`config.mk`:
```
export PLATFORM = sky130hd
export DESIGN_NAME = csi_core
export DESIGN_NICKNAME = d
export VERILOG_FILES = /design/src/shared/csi_pkg.sv /design/src/hw/csi_core.sv
export VERILOG_INCLUDE_DIRS = /design/src /design/src/shared
export SDC_FILE = /design/constraint.sdc
export NUM_CORES = 1
export LEC_CHECK = 0
export ABC_AREA = 0
export BUFFER_PORTS_ARGS = -buffer_cell sky130_fd_sc_hd__buf_4
export CELL_PAD_IN_SITES_DETAIL_PLACEMENT = 1
export CELL_PAD_IN_SITES_GLOBAL_PLACEMENT = 1
export CORE_UTILIZATION = 35
export CTS_CLUSTER_DIAMETER = 30
export DETAILED_ROUTE_END_ITERATION = 8
export PLACE_DENSITY_LB_ADDON = 0.1
export SETUP_SLACK_MARGIN = 0.1
export SKIP_LAST_GASP = 1
export SLEW_MARGIN = 15
export SYNTH_ARGS = -nofsm -noshare
export SYNTH_HDL_FRONTEND = slang
export SYNTH_SLANG_ARGS = --single-unit
```
`constraint.sdc`:
```
create_clock -name pclk -period 7.8 [get_ports pclk]
set_input_delay 1.56 -clock pclk [delete_from_list [all_inputs] [get_ports pclk]]
set_output_delay 1.56 -clock pclk [all_outputs]
set_load 0.01 [all_outputs]
```
`src/shared/csi_defines.svh`:
```
// register indexes, field positions, sizes, addresses and constants of the stack core
`ifndef CSI_DEFINES_SVH
`define CSI_DEFINES_SVH
`define CSI_IDX_CAUSE   10'h096
`define CSI_IDX_CTRL    10'h100
`define CSI_IDX_CMD     10'h101
`define CSI_IDX_PC      10'h102
`define CSI_IDX_TOS     10'h103
`define CSI_IDX_PTR0    10'h104
`define CSI_IDX_PTR1    10'h105
`define CSI_IDX_CTX     10'h106
`define CSI_IDX_SHADOW  10'h107
`define CSI_IDX_IND     10'h108
`define CSI_IDX_ISTAT   10'h109
`define CSI_IDX_IMASK   10'h10A
`define CSI_CAUSE_OVF   7
`define CSI_CAUSE_UNF   6
`define CSI_CTRL_RSTEN  0
`define CSI_CTRL_GINT   1
`define CSI_CMD_OP_HI   18
`define CSI_CMD_OP_LO   16
`define CSI_CMD_SEL     8
`define CSI_EV_OVF      0
`define CSI_EV_UNF      1
`define CSI_EV_RST      2
`define CSI_STACK_WIDTH 15
`define CSI_STACK_DEPTH 16
`define CSI_PTR_WIDTH   16
`define CSI_VECTOR      15'h0004
`define CSI_LIN_BASE    16'h2000
`define CSI_LIN_SIZE    16'h09B0
`define CSI_BANK_BYTES  16'h0050
`define CSI_BANK_GPR    12'h020
`define CSI_PROG_BIT    15
`endif

```
`src/shared/csi_pkg.sv`:
```
// types shared by the stack, context and indirect pointer core
package csi_pkg;
	typedef enum logic [2:0] {
		CSI_OP_NONE   = 3'h0,
		CSI_OP_PUSH   = 3'h1,
		CSI_OP_POP    = 3'h2,
		CSI_OP_IRQ    = 3'h3,
		CSI_OP_RETI   = 3'h4,
		CSI_OP_IND    = 3'h5,
		CSI_OP_ADDPTR = 3'h6,
		CSI_OP_SPARE  = 3'h7
	} csi_op_type;
	typedef enum logic [1:0] {
		CSI_REG_FILE = 2'h0,
		CSI_REG_LIN  = 2'h1,
		CSI_REG_PROG = 2'h3
	} csi_region_type;
endpackage : csi_pkg

```
`src/hw/csi_core.sv`:
```
// return stack, interrupt context shadowing and indirect pointers behind an apb slave
//
// How it works
// return stack of sixteen 15-bit entries
// push when full or pop when empty flags
// optional stack-error reset of the core
// context copied to shadow and back automatically
// two 16-bit pointers over one address space
// program-memory indirect access adds one cycle
// linear window maps banked general-purpose memory
// dedicated pointer instructions among the command set
// interrupt entry flushes, clears enable, pushes, vectors
// return pops, restores context, sets enable again
// stack flags sticky, survive the stack reset
//
// Local design decision: register access over APB.
`timescale 1ns/100ps
`include "csi_defines.svh"
module csi_core
	import csi_pkg::*;
#(
	parameter int DEPTH = `CSI_STACK_DEPTH
) (
	input  wire logic        pclk,
	input  wire logic        presetn,
	input  wire logic        psel,
	input  wire logic        penable,
	input  wire logic        pwrite,
	input  wire logic [11:0] paddr,
	input  wire logic [31:0] pwdata,
	output logic      [31:0] prdata,
	output logic             pready,
	output logic             pslverr,
	output logic             irq,
	output logic             stack_reset_pulse,
	output logic             prefetch_flush
);
	localparam int SW = `CSI_STACK_WIDTH;
	localparam int PW = `CSI_PTR_WIDTH;

	logic [SW-1:0] stack_mem [DEPTH];
	logic [4:0]    sp_reg;
	logic [SW-1:0] pc_reg;
	logic [PW-1:0] ptr_reg [2];
	logic [PW-1:0] ctx_reg;
	logic [PW-1:0] sh_ctx_reg;
	logic [PW-1:0] sh_ptr_reg [2];
	logic          ovf_reg;
	logic          unf_reg;
	logic          rsten_reg;
	logic          gint_en_reg;
	logic [2:0]    istat_reg;
	logic [2:0]    imask_reg;
	logic [1:0]    ind_region_reg;
	logic [11:0]   ind_phys_reg;
	logic          ind_extra_reg;

	// apb decode
	wire [9:0] idx        = paddr[11:2];
	wire       acc_fire   = psel & penable & pready;
	wire       wr_fire    = acc_fire & pwrite;
	wire       setup      = psel & ~penable;
	wire       hit_cause  = idx == `CSI_IDX_CAUSE;
	wire       hit_ctrl   = idx == `CSI_IDX_CTRL;
	wire       hit_cmd    = idx == `CSI_IDX_CMD;
	wire       hit_pc     = idx == `CSI_IDX_PC;
	wire       hit_tos    = idx == `CSI_IDX_TOS;
	wire       hit_ptr0   = idx == `CSI_IDX_PTR0;
	wire       hit_ptr1   = idx == `CSI_IDX_PTR1;
	wire       hit_ctx    = idx == `CSI_IDX_CTX;
	wire       hit_shadow = idx == `CSI_IDX_SHADOW;
	wire       hit_ind    = idx == `CSI_IDX_IND;
	wire       hit_istat  = idx == `CSI_IDX_ISTAT;
	wire       hit_imask  = idx == `CSI_IDX_IMASK;
	wire       mapped     = hit_cause | hit_ctrl | hit_cmd | hit_pc | hit_tos | hit_ptr0
	                      | hit_ptr1 | hit_ctx | hit_shadow | hit_ind | hit_istat | hit_imask;

	// command fields
	wire [2:0]      op_bits = pwdata[`CSI_CMD_OP_HI:`CSI_CMD_OP_LO];
	wire csi_op_type op     = csi_op_type'(op_bits);
	wire            sel     = pwdata[`CSI_CMD_SEL];
	wire [PW-1:0]   imm     = {{(PW-6){pwdata[5]}}, pwdata[5:0]};
	wire            cmd_wr  = wr_fire & hit_cmd;
	wire            do_push = cmd_wr & (op == CSI_OP_PUSH);
	wire            do_pop  = cmd_wr & (op == CSI_OP_POP);
	wire            do_irq  = cmd_wr & (op == CSI_OP_IRQ) & gint_en_reg;
	wire            do_reti = cmd_wr & (op == CSI_OP_RETI);
	wire            do_ind  = cmd_wr & (op == CSI_OP_IND);
	wire            do_add  = cmd_wr & (op == CSI_OP_ADDPTR);

	// stack events; a push at full depth is dropped, a pop when empty returns zero
	wire       full      = sp_reg == 5'(DEPTH);
	wire       empty     = sp_reg == 5'h00;
	wire       any_push  = do_push | do_irq;
	wire       any_pop   = do_pop | do_reti;
	wire       ev_ovf    = any_push & full;
	wire       ev_unf    = any_pop & empty;
	wire       stk_rst   = (ev_ovf | ev_unf) & rsten_reg;
	wire [SW-1:0] tos    = empty ? '0 : stack_mem[4'(sp_reg - 5'h01)];
	wire [SW-1:0] push_val = do_irq ? pc_reg : pwdata[SW-1:0];

	// one address space: file registers, linear window, program memory
	function automatic logic [13:0] csi_map(input logic [PW-1:0] p);
		logic [PW-1:0] off;
		logic [PW-1:0] bank;
		logic [PW-1:0] rem;
		off  = p - `CSI_LIN_BASE;
		bank = off / `CSI_BANK_BYTES;
		rem  = off % `CSI_BANK_BYTES;
		if (p[`CSI_PROG_BIT])
			csi_map = {CSI_REG_PROG, p[11:0]};
		else if (p >= `CSI_LIN_BASE && off < `CSI_LIN_SIZE)
			csi_map = {CSI_REG_LIN, bank[4:0], 7'h00} + {2'h0, `CSI_BANK_GPR}
			        + {7'h00, rem[6:0]};
		else
			csi_map = {CSI_REG_FILE, p[11:0]};
	endfunction : csi_map

	wire [PW-1:0] ptr_sel    = ptr_reg[sel];
	wire [13:0]   map_sel    = csi_map(ptr_sel);
	// program memory needs a fetch, so the command waits one more cycle
	wire          need_extra = setup & pwrite & hit_cmd & (op == CSI_OP_IND)
	                         & ptr_sel[`CSI_PROG_BIT];
	wire          pready_next = psel & ~pready & (penable | ~need_extra);
	wire          pslverr_next = pready_next & ~mapped;

	wire [31:0] rd_mux =
		hit_cause  ? {24'h0, ovf_reg, unf_reg, 6'h00} :
		hit_ctrl   ? {30'h0, gint_en_reg, rsten_reg} :
		hit_pc     ? {17'h0, pc_reg} :
		hit_tos    ? {11'h0, sp_reg, 1'b0, tos} :
		hit_ptr0   ? {16'h0, ptr_reg[0]} :
		hit_ptr1   ? {16'h0, ptr_reg[1]} :
		hit_ctx    ? {16'h0, ctx_reg} :
		hit_shadow ? {16'h0, sh_ctx_reg} :
		hit_ind    ? {7'h0, ind_extra_reg, 6'h0, ind_region_reg, 4'h0, ind_phys_reg} :
		hit_istat  ? {29'h0, istat_reg} :
		hit_imask  ? {29'h0, imask_reg} : 32'h0;

	// events set, write-one clears, a coincident set wins
	wire [2:0] ev_vec    = {stk_rst, ev_unf, ev_ovf};
	wire [2:0] istat_clr = (wr_fire & hit_istat) ? pwdata[2:0] : 3'h0;
	// cause flags clear only by writing zero, set wins; the stack reset never touches them
	wire       cause_wr  = wr_fire & hit_cause;
	wire       ovf_next  = ev_ovf | (ovf_reg & ~(cause_wr & ~pwdata[`CSI_CAUSE_OVF]));
	wire       unf_next  = ev_unf | (unf_reg & ~(cause_wr & ~pwdata[`CSI_CAUSE_UNF]));

	always_ff @(posedge pclk or negedge presetn) begin
		if (!presetn) begin
			pready  <= 1'b0;
			pslverr <= 1'b0;
			prdata  <= 32'h0;
		end else begin
			pready  <= pready_next;
			pslverr <= pslverr_next;
			prdata  <= (setup & ~pwrite) ? rd_mux : prdata;
		end
	end

	always_ff @(posedge pclk or negedge presetn) begin
		if (!presetn) begin
			ovf_reg   <= 1'b0;
			unf_reg   <= 1'b0;
			istat_reg <= 3'h0;
			imask_reg <= 3'h0;
			irq       <= 1'b0;
			rsten_reg <= 1'b0;
		end else begin
			ovf_reg   <= ovf_next;
			unf_reg   <= unf_next;
			istat_reg <= (istat_reg & ~istat_clr) | ev_vec;
			imask_reg <= (wr_fire & hit_imask) ? pwdata[2:0] : imask_reg;
			irq       <= |(((istat_reg & ~istat_clr) | ev_vec) & imask_reg);
			rsten_reg <= (wr_fire & hit_ctrl) ? pwdata[`CSI_CTRL_RSTEN] : rsten_reg;
		end
	end

	// stack pointer, program counter and enable; stack reset clears them
	always_ff @(posedge pclk or negedge presetn) begin
		if (!presetn) begin
			sp_reg            <= 5'h00;
			pc_reg            <= '0;
			gint_en_reg       <= 1'b0;
			stack_reset_pulse <= 1'b0;
			prefetch_flush    <= 1'b0;
		end else begin
			stack_reset_pulse <= stk_rst;
			prefetch_flush    <= do_irq;
			if (stk_rst) begin
				sp_reg  <= 5'h00;
				pc_reg  <= '0;
				gint_en_reg <= 1'b0;
			end else begin
				if (any_push & ~full)
					sp_reg <= sp_reg + 5'h01;
				else if (any_pop & ~empty)
					sp_reg <= sp_reg - 5'h01;
				if (do_irq)
					pc_reg <= `CSI_VECTOR;
				else if (do_reti)
					pc_reg <= tos;
				else if (wr_fire & hit_pc)
					pc_reg <= pwdata[SW-1:0];
				if (do_irq)
					gint_en_reg <= 1'b0;
				else if (do_reti)
					gint_en_reg <= 1'b1;
				else if (wr_fire & hit_ctrl)
					gint_en_reg <= pwdata[`CSI_CTRL_GINT];
			end
		end
	end

	// stack storage has no reset; only entries below the pointer are ever read
	always_ff @(posedge pclk) begin
		if (any_push & ~full & ~stk_rst)
			stack_mem[4'(sp_reg)] <= push_val;
	end

	// context and pointers, with shadow copies around interrupts
	always_ff @(posedge pclk or negedge presetn) begin
		if (!presetn) begin
			ctx_reg    <= '0;
			sh_ctx_reg <= '0;
		end else begin
			if (do_irq)
				sh_ctx_reg <= ctx_reg;
			if (do_reti)
				ctx_reg <= sh_ctx_reg;
			else if (wr_fire & hit_ctx)
				ctx_reg <= pwdata[PW-1:0];
		end
	end

	for (genvar g = 0; g < 2; g++) begin : g_ptr
		wire wr_ptr = wr_fire & (g == 0 ? hit_ptr0 : hit_ptr1);
		always_ff @(posedge pclk or negedge presetn) begin
			if (!presetn) begin
				ptr_reg[g]    <= '0;
				sh_ptr_reg[g] <= '0;
			end else begin
				if (do_irq)
					sh_ptr_reg[g] <= ptr_reg[g];
				if (do_reti)
					ptr_reg[g] <= sh_ptr_reg[g];
				else if (do_add & (sel == 1'(g)))
					ptr_reg[g] <= ptr_reg[g] + imm;
				else if (wr_ptr)
					ptr_reg[g] <= pwdata[PW-1:0];
			end
		end
	end

	// result of the latest indirect access, for software to inspect
	always_ff @(posedge pclk or negedge presetn) begin
		if (!presetn) begin
			ind_region_reg <= 2'h0;
			ind_phys_reg   <= 12'h000;
			ind_extra_reg  <= 1'b0;
		end else if (do_ind) begin
			ind_region_reg <= map_sel[13:12];
			ind_phys_reg   <= map_sel[11:0];
			ind_extra_reg  <= ptr_sel[`CSI_PROG_BIT];
		end
	end
endmodule : csi_core

```
## Yosys cells after proc, flatten, opt, wreduce, memory -nomap -nowiden

Memory sizes are Yosys's and may differ from the RTL's.
Index checks and enable logic that the tools add are counted.

- $add $sub $neg: 7
- Div/mod/pow operators: 2
- Magnitude comparators: 3
- Equality and inequality tests: 19
- Mux-type cells: 40
- Bitwise operators: 75
- Reductions and logical operators: 9

Operator list:

| operator | number |
|---|---|
| $mux W25 | 9 |
| $mux W16 | 11 |
| $eq A10 B9 Y1 const B | 11 |
| $mux W15 | 6 |
| $and A1 B1 Y1 | 40 |
| $add A16 B16 Y16 | 2 |
| $mux W14 | 2 |
| $or A1 B1 Y1 | 17 |
| $div A16 B7 Y16 const B | 1 |
| $ge A16 B14 Y1 const B | 1 |
| $lt A16 B12 Y1 const B | 1 |
| $mod A16 B7 Y16 const B | 1 |
| $sub A16 B14 Y16 const B | 1 |
| $mux W5 | 3 |
| $add A13 B6 Y14 const B | 1 |
| $add A14 B7 Y14 | 1 |
| $not A1 Y1 | 13 |
| $eq A10 B8 Y1 const B | 1 |
| $eq A3 B3 Y1 const B | 3 |
| $mux W3 | 3 |
| $reduce_bool A3 Y1 | 3 |
| $reduce_bool A4 Y1 | 2 |
| $and A3 B3 Y3 | 2 |
| $eq A3 B2 Y1 const B | 2 |
| 13 further kinds | 18 |

- Register bits after elaboration: 178
- RAM bits: 240
- Input bits: 49
- Output and inout port bits: 37
- Memories kept: 1

Memory list:

| memory | words | bits a word | rd ports | clocked after memory_dff | wr ports | RTL line | text |
|---|---|---|---|---|---|---|---|
| stack_mem | 16 | 15 | 1 | 0 | 1 | csi_core.sv:41 | `logic [SW-1:0] stack_mem [DEPTH];` |

## Longest topological paths before layout

Gate-level depths: netlist (run 1).

- Word-level depth: 14
- Depth in mapped cells: 37
- Mapped depth without buffers: 29

## Worst setup path before layout (run 1)

No wires, ideal clock.

- Path type: input to register
- Start: input pwdata[8]
- End: register ind_phys_reg[7]
- Arrival time: 9.130 ns
- Required time: 7.679 ns
- Setup slack: -1.451 ns
- Stages on the path: 35
- Buffers on the path: 7
- Cells stage by stage: buf_6 -> buf_6 -> buf_4 -> buf_1 -> buf_1 -> mux2i_1 -> ha_1 -> xnor2_1 -> o32ai_2 -> nand2_1 -> and3_1 -> a221oi_4 -> mux2_4 -> o32a_2 -> o211ai_2 -> o211ai_1 -> and3_2 -> nand3_2 -> mux2_2 -> a211oi_1 -> o211ai_2 -> or2_1 -> buf_2 -> or3_1 -> a32oi_1 -> nor4_4 -> and3_1 -> buf_2 -> mux2i_1 -> xnor2_1 -> ha_1 -> inv_1 -> nand4_1 -> nor3b_1 -> o22a_1

- Cells in the longest elaborated chain, start to end: 10

Ends and longest elaborated chain:

| item | RTL line | text |
|---|---|---|
| from (decl) | csi_core.sv:30 | `input wire logic [31:0] pwdata,` |
| $not A1 Y2 (implied by the code) (*) | csi_core.sv:119 | `wire [PW-1:0] ptr_sel = ptr_reg[sel];` |
| $mux W16 (implied by the code) (*) (3 in a row) | csi_core.sv:119 |  |
| $sub A16 B14 Y16 (no line) | n/a |  |
| $div A16 B7 Y16 (no line) | n/a |  |
| $add A13 B6 Y14 | csi_core.sv:113 | `` csi_map = {CSI_REG_LIN, bank[4:0], 7'h00} + {2'h0, `CSI_BANK_GPR} `` |
| $add A14 B7 Y14 | csi_core.sv:113 |  |
| $mux W14 | csi_core.sv:112 | `` else if (p >= `CSI_LIN_BASE && off < `CSI_LIN_SIZE) `` |
| $mux W14 (*) | csi_core.sv:110 | `` if (p[`CSI_PROG_BIT]) `` |
| to (signal assigned) | csi_core.sv:262 | `ind_phys_reg <= map_sel[11:0];` |
| to (decl) | csi_core.sv:55 | `logic [11:0] ind_phys_reg;` |

Every way passes the cells marked *; elsewhere a longest branch is shown, timed or not. The select of a mux whose other input is x is not followed.
A chain may end at the register's enable or synchronous reset.

## Worst setup path after layout (run 1)

Same ends and word-level chain as after synthesis.

==> run_results.csv, run 1 <==
group,metric,value,unit
synth,ys_top_cells_by_area,"sky130_fd_sc_hd__edfxtp_1 (34%), sky130_fd_sc_hd__dfrtp_1 (20%), sky130_fd_sc_hd__mux4_2 (6.3%), sky130_fd_sc_hd__nand2_1 (4.1%), sky130_fd_sc_hd__mux2_2 (4.1%)",
clocking,cts_max_level,3,
cells_and_area,max_reg_flops,240,
pwr,combPwrFrac,0.114,
sta,maximum_clock_skew_at_final_layout,0.02687,ns
sta,timing.final.max_slew_violations,0,
sta,hold_viol,0,
synth,yosys_register_bits,408,
worst_hold_path,hold_path.startpoint,"prdata[7]$_DFFE_PN0P_",
synth,synth-async-reset-ratio,0.4118,
worst_setup_path,timing.critical_path.slowest_cell_delay,0.53,ns
synth,synth_area,21390,um2
clocking,cts.hold.buffers_added,0,
outcome,outcome,"completed",
placed_design,dpl.cell_count,2733,
pwr,clock_power_share,0.566,
global_route,grt_antenna_before_repair,0,
worst_setup_path,crit_path_end_kind,"flop",
pwr,power.share.sequential,0.319,
worst_setup_path,ff_to_ff_path_depth,30,
cells_and_area,antenna_fix_cells,0,
die,dieWidth,249.2,um
global_route,grt_start_max_net_pins,85,
drt,drtIter0Drc,816,
global_route,first_global_vias,17708,
cells_and_area,layout_commonest_cell,"sky130_fd_sc_hd__buf_4",
placed_design,placed_cell_area,23940,um2
placed_design,place_ws,-0.7249,ns
global_route,grt_first_pass_wirelength,110400,um
sta,setup_violations,0,
drt,ant_nets,0,
sta,slew-limit-headroom,0.2004,
worst_setup_path,critPathLaunchType,"input pin",
worst_setup_path,rr_endpoint,"ind_phys_reg[7]$_DFFE_PN0P_",
synth,synth-edff-count,240,
sta,postLayoutSetupSlackWorst,0.1567,ns
die,floorplan.initialDensity,0.3544,
worst_setup_path,setup.reg_to_reg.worst_slack,0.74,ns
worst_setup_path,arrival,8.14,ns
worst_hold_path,hold-path-endpoint,"prdata[7]$_DFFE_PN0P_",
sta,fmax,0.1308,GHz
sta,worst_slew_pin_slew,1.199,ns
synth,syn-mean-instance-area,11.79,um2
drt,routed-via-count,16311,
clocking,ctsRootBufferMaster,"sky130_fd_sc_hd__clkbuf_16",
cells_and_area,num-fill-cells,6295,
die,design.die.area,62110,um2
clocking,tritoncts,"yes",
drt,route.detailed.vias_per_inst,5.554,
die,core_area,60360,um2
placed_design,numPortBuffers,60,
cells_and_area,total_number_of_nets_in_the_final_design,2162,
sta,min_cycle_time_layout,7.643,ns
pwr,p_int,5.499,mW
cells_and_area,layout.cells.non_filler,2937,
synth,synth_largest_type_area_fraction,0.3369,
pwr,cellPowerDensity,257.8,nW/um2
cells_and_area,mostFrequentLayoutCells,"sky130_fd_sc_hd__buf_4 (254), sky130_fd_sc_hd__edfxtp_1 (240), sky130_fd_sc_hd__nand2_1 (234)",
cells_and_area,layout.cell_area.non_filler,27940,um2
pwr,net-switching-power,1.706,mW
drt,route.final.wire_length,72250,um
cells_and_area,fraction_of_layout_instances_using_a_drive_strength_above_1,0.3146,
die,placementRows,90,
synth,synth_largest_area_cell,"sky130_fd_sc_hd__edfxtp_1",
drt,firstDrtPassIters,5,
cells_and_area,syn_to_final_growth,30.64,%
flow_run,max_capacitance_violation_total,0,
sta,grt_setup_unrepaired,"true",
worst_setup_path,crit-reg2reg-launch,"ptr_reg[14]$_DFFE_PN0P_",
global_route,global_route.usage.total,0.2348,
worst_hold_path,whs_path_depth,2,
synth,seq_area_frac_synth,0.5335,
clocking,cts.sink_count,408,
drt,wirelength_per_cell,24.60,um
worst_hold_path,min_path_type,"flop to flop",
clocking,clk_transition_reported_paths,0.04,ns
worst_setup_path,worstPathRequired,8.30,ns
clocking,tritoncts.num_buffers,94,
placed_design,gp_routability_congestion,0.8264,
worst_setup_path,critPathMaxFanout,10,
worst_setup_path,crit_path_top_delay_cell,"sky130_fd_sc_hd__or4_4",
clocking,worst_skew_late_latency,0.64,ns
global_route,grt-ovfl-total,0,
worst_setup_path,criticalPathCategory,"input pin to flop",
synth,netlist_instances,1815,
pwr,power_switching_share,0.2368,
placed_design,detailedPlacementHpwl,49030,um
sta,share_of_the_cycle_needed_by_the_critical_path_after_routing,0.9799,
synth,synth-main-ff-cell,"sky130_fd_sc_hd__edfxtp_1",
die,die_height,249.2,um
synth,ys_warn_count,0,
drt,remaining_drc_errors,0,
pwr,power.static_leakage,11.31,nW
die,top_level_ports,86,
pwr,max-vdd-ir-drop,0.2533,mV
synth,synth.distinct_cells,109,
clocking,cts_buffer_depth,3,
-- metal layers --
metal / part of all wire / GRT usage
met5: 0 / 0
met4: 0.025 / 0.07072
met3: 0.030 / 0.03480
met2: 0.52 / 0.4223
met1: 0.42 / 0.2892
-- cells by family (layout without fill, tap and decap cells) --
group / after synthesis / count (layout) / synth area share
AO/OA/AOI/OAI: 425 / 425 / 0.1400
multiplexers: 184 / 184 / 0.1279
adder cells (fa/ha/maj): 42 / 42 / 0.02492
AND/OR/NAND/NOR: 576 / 576 / 0.1282
XOR/XNOR: 44 / 44 / 0.01872
other: 1 / 10 / 0.0001753
flip-flops: 408 / 408 / 0.5335
buffers and inverters: 135 / 466 / 0.02667
-- worst max-delay path: cells and delay by family --
family                   cells  cell delay (ns)
multiplexers                 2             0.59
AO/OA/AOI/OAI               11             2.31
XOR/XNOR                     2             0.34
adder cells (fa/ha/maj)      1             0.25
buffers and inverters        5             0.59
AND/OR/NAND/NOR              9             2.48
-- power by group through the flow --
stage	clock, mW	sequential (mW)	combinational (mW)
5_1_grt	4.25	2.30	0.895
2_1_floorplan	0	2.34	0.402
4_1_cts	4.14	2.30	0.766
6_report	4.08	2.30	0.822
3_3_place_gp	0	2.34	0.696
3_5_place_dp	0	2.34	0.711
-- repair_timing --
item / CTS / global route
endpoints found under the setup margin: 4 / 4
resized for setup: 34 / 46
setup buffers: 17 / 10
pin swaps: 23 / 32
-- how the worst max path moves through the flow --
stage	startpoint	to	slack, ns	depth (start not counted)
after floorplan	pwdata[8]	ind_phys_reg[7]$_DFFE_PN0P_	-0.72	34
after global placement	pwdata[8]	ind_phys_reg[7]$_DFFE_PN0P_	-0.52	32
after detailed placement	pwdata[8]	ind_phys_reg[9]$_DFFE_PN0P_	-0.72	31
after CTS	pwdata[8]	ind_phys_reg[9]$_DFFE_PN0P_	0.11	30
after global routing	pwdata[8]	ind_phys_reg[9]$_DFFE_PN0P_	-0.16	32
final	pwdata[8]	ind_phys_reg[7]$_DFFE_PN0P_	0.16	30
-- through the flow --
| stage | hold slack (ns) | util | TNS (ns) | power [mW] |
|---|---|---|---|---|
| floorplan | 0.4488 | - | -2.843 | 2.739 |
| CTS | 0.4856 | 0.4576 | 0 | 7.206 |
| global placement | 0.4723 | 0.3966 | -2.042 | 3.033 |
| global route | 0.5105 | 0.4630 | -0.3881 | 7.442 |
| finish | 0.4841 | 0.4630 | 0 | 7.205 |
| detailed placement | 0.4754 | 0.3966 | -3.019 | 3.048 |
-- cell type report --
| cell class | count | area [um2] | share of cell area |
|---|---|---|---|
| multi-input combinational | 1281 | 10020 | 0.3586 |
| clock inverter | 55 | 757.0 | 0.02709 |
| inverter | 22 | 85.08 | 0.003045 |
| sequential | 408 | 11410 | 0.4085 |
| clock buffer | 122 | 2589 | 0.09264 |
| timing repair buffer | 267 | 2098 | 0.07509 |
| tap | 782 | 978.4 | 0.03501 |
-- synthesized netlist by cell type, types with 7 or more instances --
master,instances
sky130_fd_sc_hd__nor3_1,36
sky130_fd_sc_hd__mux2i_1,38
sky130_fd_sc_hd__nand2b_1,12
sky130_fd_sc_hd__nor4_1,10
sky130_fd_sc_hd__dfrtp_1,168
sky130_fd_sc_hd__o21a_1,14
sky130_fd_sc_hd__o21ai_0,94
sky130_fd_sc_hd__a211oi_1,19
sky130_fd_sc_hd__a22o_1,8
sky130_fd_sc_hd__o211a_1,9
sky130_fd_sc_hd__o221ai_1,7
sky130_fd_sc_hd__o21ai_1,8
sky130_fd_sc_hd__nor2b_1,10
sky130_fd_sc_hd__clkbuf_1,79
sky130_fd_sc_hd__a21oi_1,88
sky130_fd_sc_hd__and2_1,25
sky130_fd_sc_hd__nand3_1,69
sky130_fd_sc_hd__a31oi_1,9
sky130_fd_sc_hd__ha_1,37
sky130_fd_sc_hd__a222oi_1,13
sky130_fd_sc_hd__o22ai_1,10
sky130_fd_sc_hd__nor2_1,102
sky130_fd_sc_hd__a221oi_1,10
sky130_fd_sc_hd__inv_1,21
sky130_fd_sc_hd__buf_4,11
sky130_fd_sc_hd__buf_1,15
sky130_fd_sc_hd__mux4_2,60
sky130_fd_sc_hd__o21bai_1,8
sky130_fd_sc_hd__nand2_1,236
sky130_fd_sc_hd__o211ai_1,13
sky130_fd_sc_hd__o41ai_1,7
sky130_fd_sc_hd__xor2_1,8
sky130_fd_sc_hd__and3_1,21
sky130_fd_sc_hd__or3_1,8
sky130_fd_sc_hd__nor3b_1,9
sky130_fd_sc_hd__edfxtp_1,240
sky130_fd_sc_hd__xnor2_1,34
sky130_fd_sc_hd__mux2_2,78
sky130_fd_sc_hd__o31ai_1,25
sky130_fd_sc_hd__a21o_1,19
(Power assumes the default switching activity.)
==> run 2: changes to the inputs <==
--- a/config.mk
+++ b/config.mk
@@ -8,8 +8,8 @@
 export LEC_CHECK = 0
 export ABC_AREA = 0
 export BUFFER_PORTS_ARGS = -buffer_cell sky130_fd_sc_hd__buf_4
-export CELL_PAD_IN_SITES_DETAIL_PLACEMENT = 1
-export CELL_PAD_IN_SITES_GLOBAL_PLACEMENT = 1
+export CELL_PAD_IN_SITES_DETAIL_PLACEMENT = 2
+export CELL_PAD_IN_SITES_GLOBAL_PLACEMENT = 2
 export CORE_UTILIZATION = 35
 export CTS_CLUSTER_DIAMETER = 30
 export DETAILED_ROUTE_END_ITERATION = 8
==> run_results.csv, run 2 (same netlist as run 1, synthesis figures left out) <==
group,metric,value,unit
outcome,outcome,"completed",
worst_hold_path,hold-path-endpoint,"prdata[0]$_DFFE_PN0P_",
drt,wirelength_per_cell,27.03,um
sta,setup_violations,0,
clocking,cts_max_level,3,
clocking,cts.sink_count,408,
sta,finalSetupTns,0,ns
sta,timing.final.max_slew_violations,0,
worst_hold_path,hold_path.startpoint,"prdata[0]$_DFFE_PN0P_",
drt,remaining_drc_errors,0,
sta,min_cycle_time_layout,7.702,ns
worst_setup_path,kind_of_cell_adding_the_most_delay_to_the_critical_path,"simple AND/OR/NAND/NOR gates",
global_route,first_global_vias,19027,
cells_and_area,max_reg_flops,240,
worst_setup_path,setup.reg_to_reg.worst_slack,0.67,ns
placed_design,gp_routability_congestion,0.8273,
cells_and_area,layout_commonest_cell,"sky130_fd_sc_hd__buf_4",
clocking,tritoncts,"yes",
global_route,grt_util_met1,0.3014,
clocking,clk_transition_reported_paths,0.04,ns
die,core_area,60360,um2
sta,slew-limit-headroom,0.2207,
placed_design,detailedPlacementHpwl,52640,um
die,design.die.area,62110,um2
global_route,globalRouteMet3Util,0.03375,
global_route,grt-ovfl-total,0,
global_route,grt_antenna_before_repair,1,
cells_and_area,total_number_of_nets_in_the_final_design,2195,
global_route,global_route.usage.total,0.2594,
worst_hold_path,whs_path_depth,2,
clocking,ctsRootBufferMaster,"sky130_fd_sc_hd__clkbuf_16",
clocking,tritoncts.num_buffers,101,
global_route,grt_first_pass_wirelength,121300,um
global_route,grt_start_max_net_pins,70,
placed_design,placed_cell_area,24030,um2
flow_run,max_capacitance_violation_total,0,
sta,hold_viol,0,
worst_setup_path,crit_path_top_delay_cell,"sky130_fd_sc_hd__or3b_4",
sta,maximum_clock_skew_at_final_layout,0.03585,ns
worst_setup_path,ff_to_ff_path_depth,33,
cells_and_area,layout.cell_area.non_filler,28360,um2
placed_design,dpl.cell_count,2747,
worst_setup_path,crit-reg2reg-launch,"ptr_reg[30]$_DFFE_PN0P_",
cells_and_area,syn_to_final_growth,32.60,%
worst_setup_path,timing.critical_path.slowest_cell_delay,0.45,ns
drt,route.final.wire_length,80360,um
worst_setup_path,crit_path_end_kind,"flop",
sta,share_of_the_cycle_needed_by_the_critical_path_after_routing,0.9874,
worst_setup_path,timing.critical_path.depth,34,
global_route,global_route.usage.met2,0.4874,
die,floorplan.initialDensity,0.3544,
drt,ant_nets,0,
pwr,power.static_leakage,11.49,nW
pwr,max-vdd-ir-drop,0.2599,mV
sta,grt_setup_unrepaired,"true",
die,top_level_ports,86,
sta,worst_slew_pin_slew,1.157,ns
clocking,worst_skew_late_latency,0.65,ns
die,die_height,249.2,um
worst_setup_path,arrival,8.20,ns
die,dieWidth,249.2,um
worst_setup_path,critPathLaunchType,"input pin",
drt,drtIter0Drc,747,
pwr,cellPowerDensity,261.8,nW/um2
placed_design,place_ws,-0.9667,ns
worst_setup_path,criticalPathCategory,"input pin to flop",
global_route,top_usage_layer,"met2",
worst_hold_path,min_path_type,"flop to flop",
drt,firstDrtPassIters,7,
worst_setup_path,critPathMaxFanout,7,
sta,postLayoutSetupSlackWorst,0.09828,ns
drt,route.detailed.vias_per_inst,5.641,
placed_design,numPortBuffers,60,
cells_and_area,fraction_of_layout_instances_using_a_drive_strength_above_1,0.3336,
cells_and_area,mostFrequentLayoutCells,"sky130_fd_sc_hd__buf_4 (278), sky130_fd_sc_hd__edfxtp_1 (240), sky130_fd_sc_hd__nand2_1 (233)",
worst_setup_path,critical_path.n_buffers_inverters,7,
die,placementRows,90,
clocking,cts_buffer_depth,3,
worst_setup_path,rr_endpoint,"ind_phys_reg[7]$_DFFE_PN0P_",
cells_and_area,antenna_fix_cells,0,
drt,routed-via-count,16771,
worst_setup_path,worstPathRequired,8.30,ns
clocking,cts.hold.buffers_added,0,
cells_and_area,layout.cells.non_filler,2973,
sta,fmax,0.1298,GHz
-- run 2: worst max-delay path by stage --
stage | start | end | slack, ns
6_report | pwdata[8] | ind_phys_reg[7]$_DFFE_PN0P_ | 0.1
5_1_grt | pwdata[8] | ind_phys_reg[7]$_DFFE_PN0P_ | -0.25
4_1_cts | pwdata[8] | ind_phys_reg[7]$_DFFE_PN0P_ | 0.11
3_5_place_dp | pwdata[8] | ind_phys_reg[7]$_DFFE_PN0P_ | -0.97
3_3_place_gp | pwdata[8] | ind_phys_reg[9]$_DFFE_PN0P_ | -0.85
2_1_floorplan | pwdata[8] | ind_phys_reg[7]$_DFFE_PN0P_ | -0.72
-- run 2: report_power, final --
group | internal [mW] | total, mW | switching [mW]
registers | 2.30 | 2.30 | 0.00207
clock network | 2.83 | 4.21 | 1.38
logic | 0.433 | 0.914 | 0.481
total | 5.57 | 7.42 | 1.86
-- run 2: worst register-to-register path: cells and delay by family, from the launching register on --
family	cells	cell delay (ns)
AOI/OAI and AO/OA	10	2.13
and+or+nand+nor	9	2.07
buffers and inverters	7	0.87
adders and majority gates	3	0.60
DFF	1	0.50
muxes	2	0.50
xor gates and xnor gates	2	0.32
-- run 2: layout make-up --
class                   instances  area (um2)
fillers                      5979       31990
flip-flops and latches        408       11410
multi-input cells            1281       10150
clock buffers                 125        2678
repair buffers                293        2280
well taps                     782       978.4
clock inverters                62       774.5
inverters                      22       85.08
-- run 2: routing by layer --
layer	wire [um]	share of wire
met1	32470	0.40
met2	43590	0.54
met3	2229	0.028
met4	2064	0.026
met5	8	0.00010
-- run 2: what timing repair did --
item                                    in CTS  in global routing
gates cloned                                 0                  0
endpoints found under the setup margin       4                  5
buffers inserted                            20                 20
pin swaps                                   34                 32
gates resized for setup                     51                 54
endpoints found under the hold margin        0                  0
-- run 2: stage by stage --
stage / total power [mW] / util / hold WS, ns
6_report: 7.425 / 0.4699 / 0.4824
4_1_cts: 7.375 / 0.4626 / 0.4833
3_3_place_gp: 3.031 / 0.3982 / 0.4694
3_5_place_dp: 3.055 / 0.3982 / 0.4726
5_1_grt: 7.657 / 0.4699 / 0.5111
2_1_floorplan: 2.739 / - / 0.4488
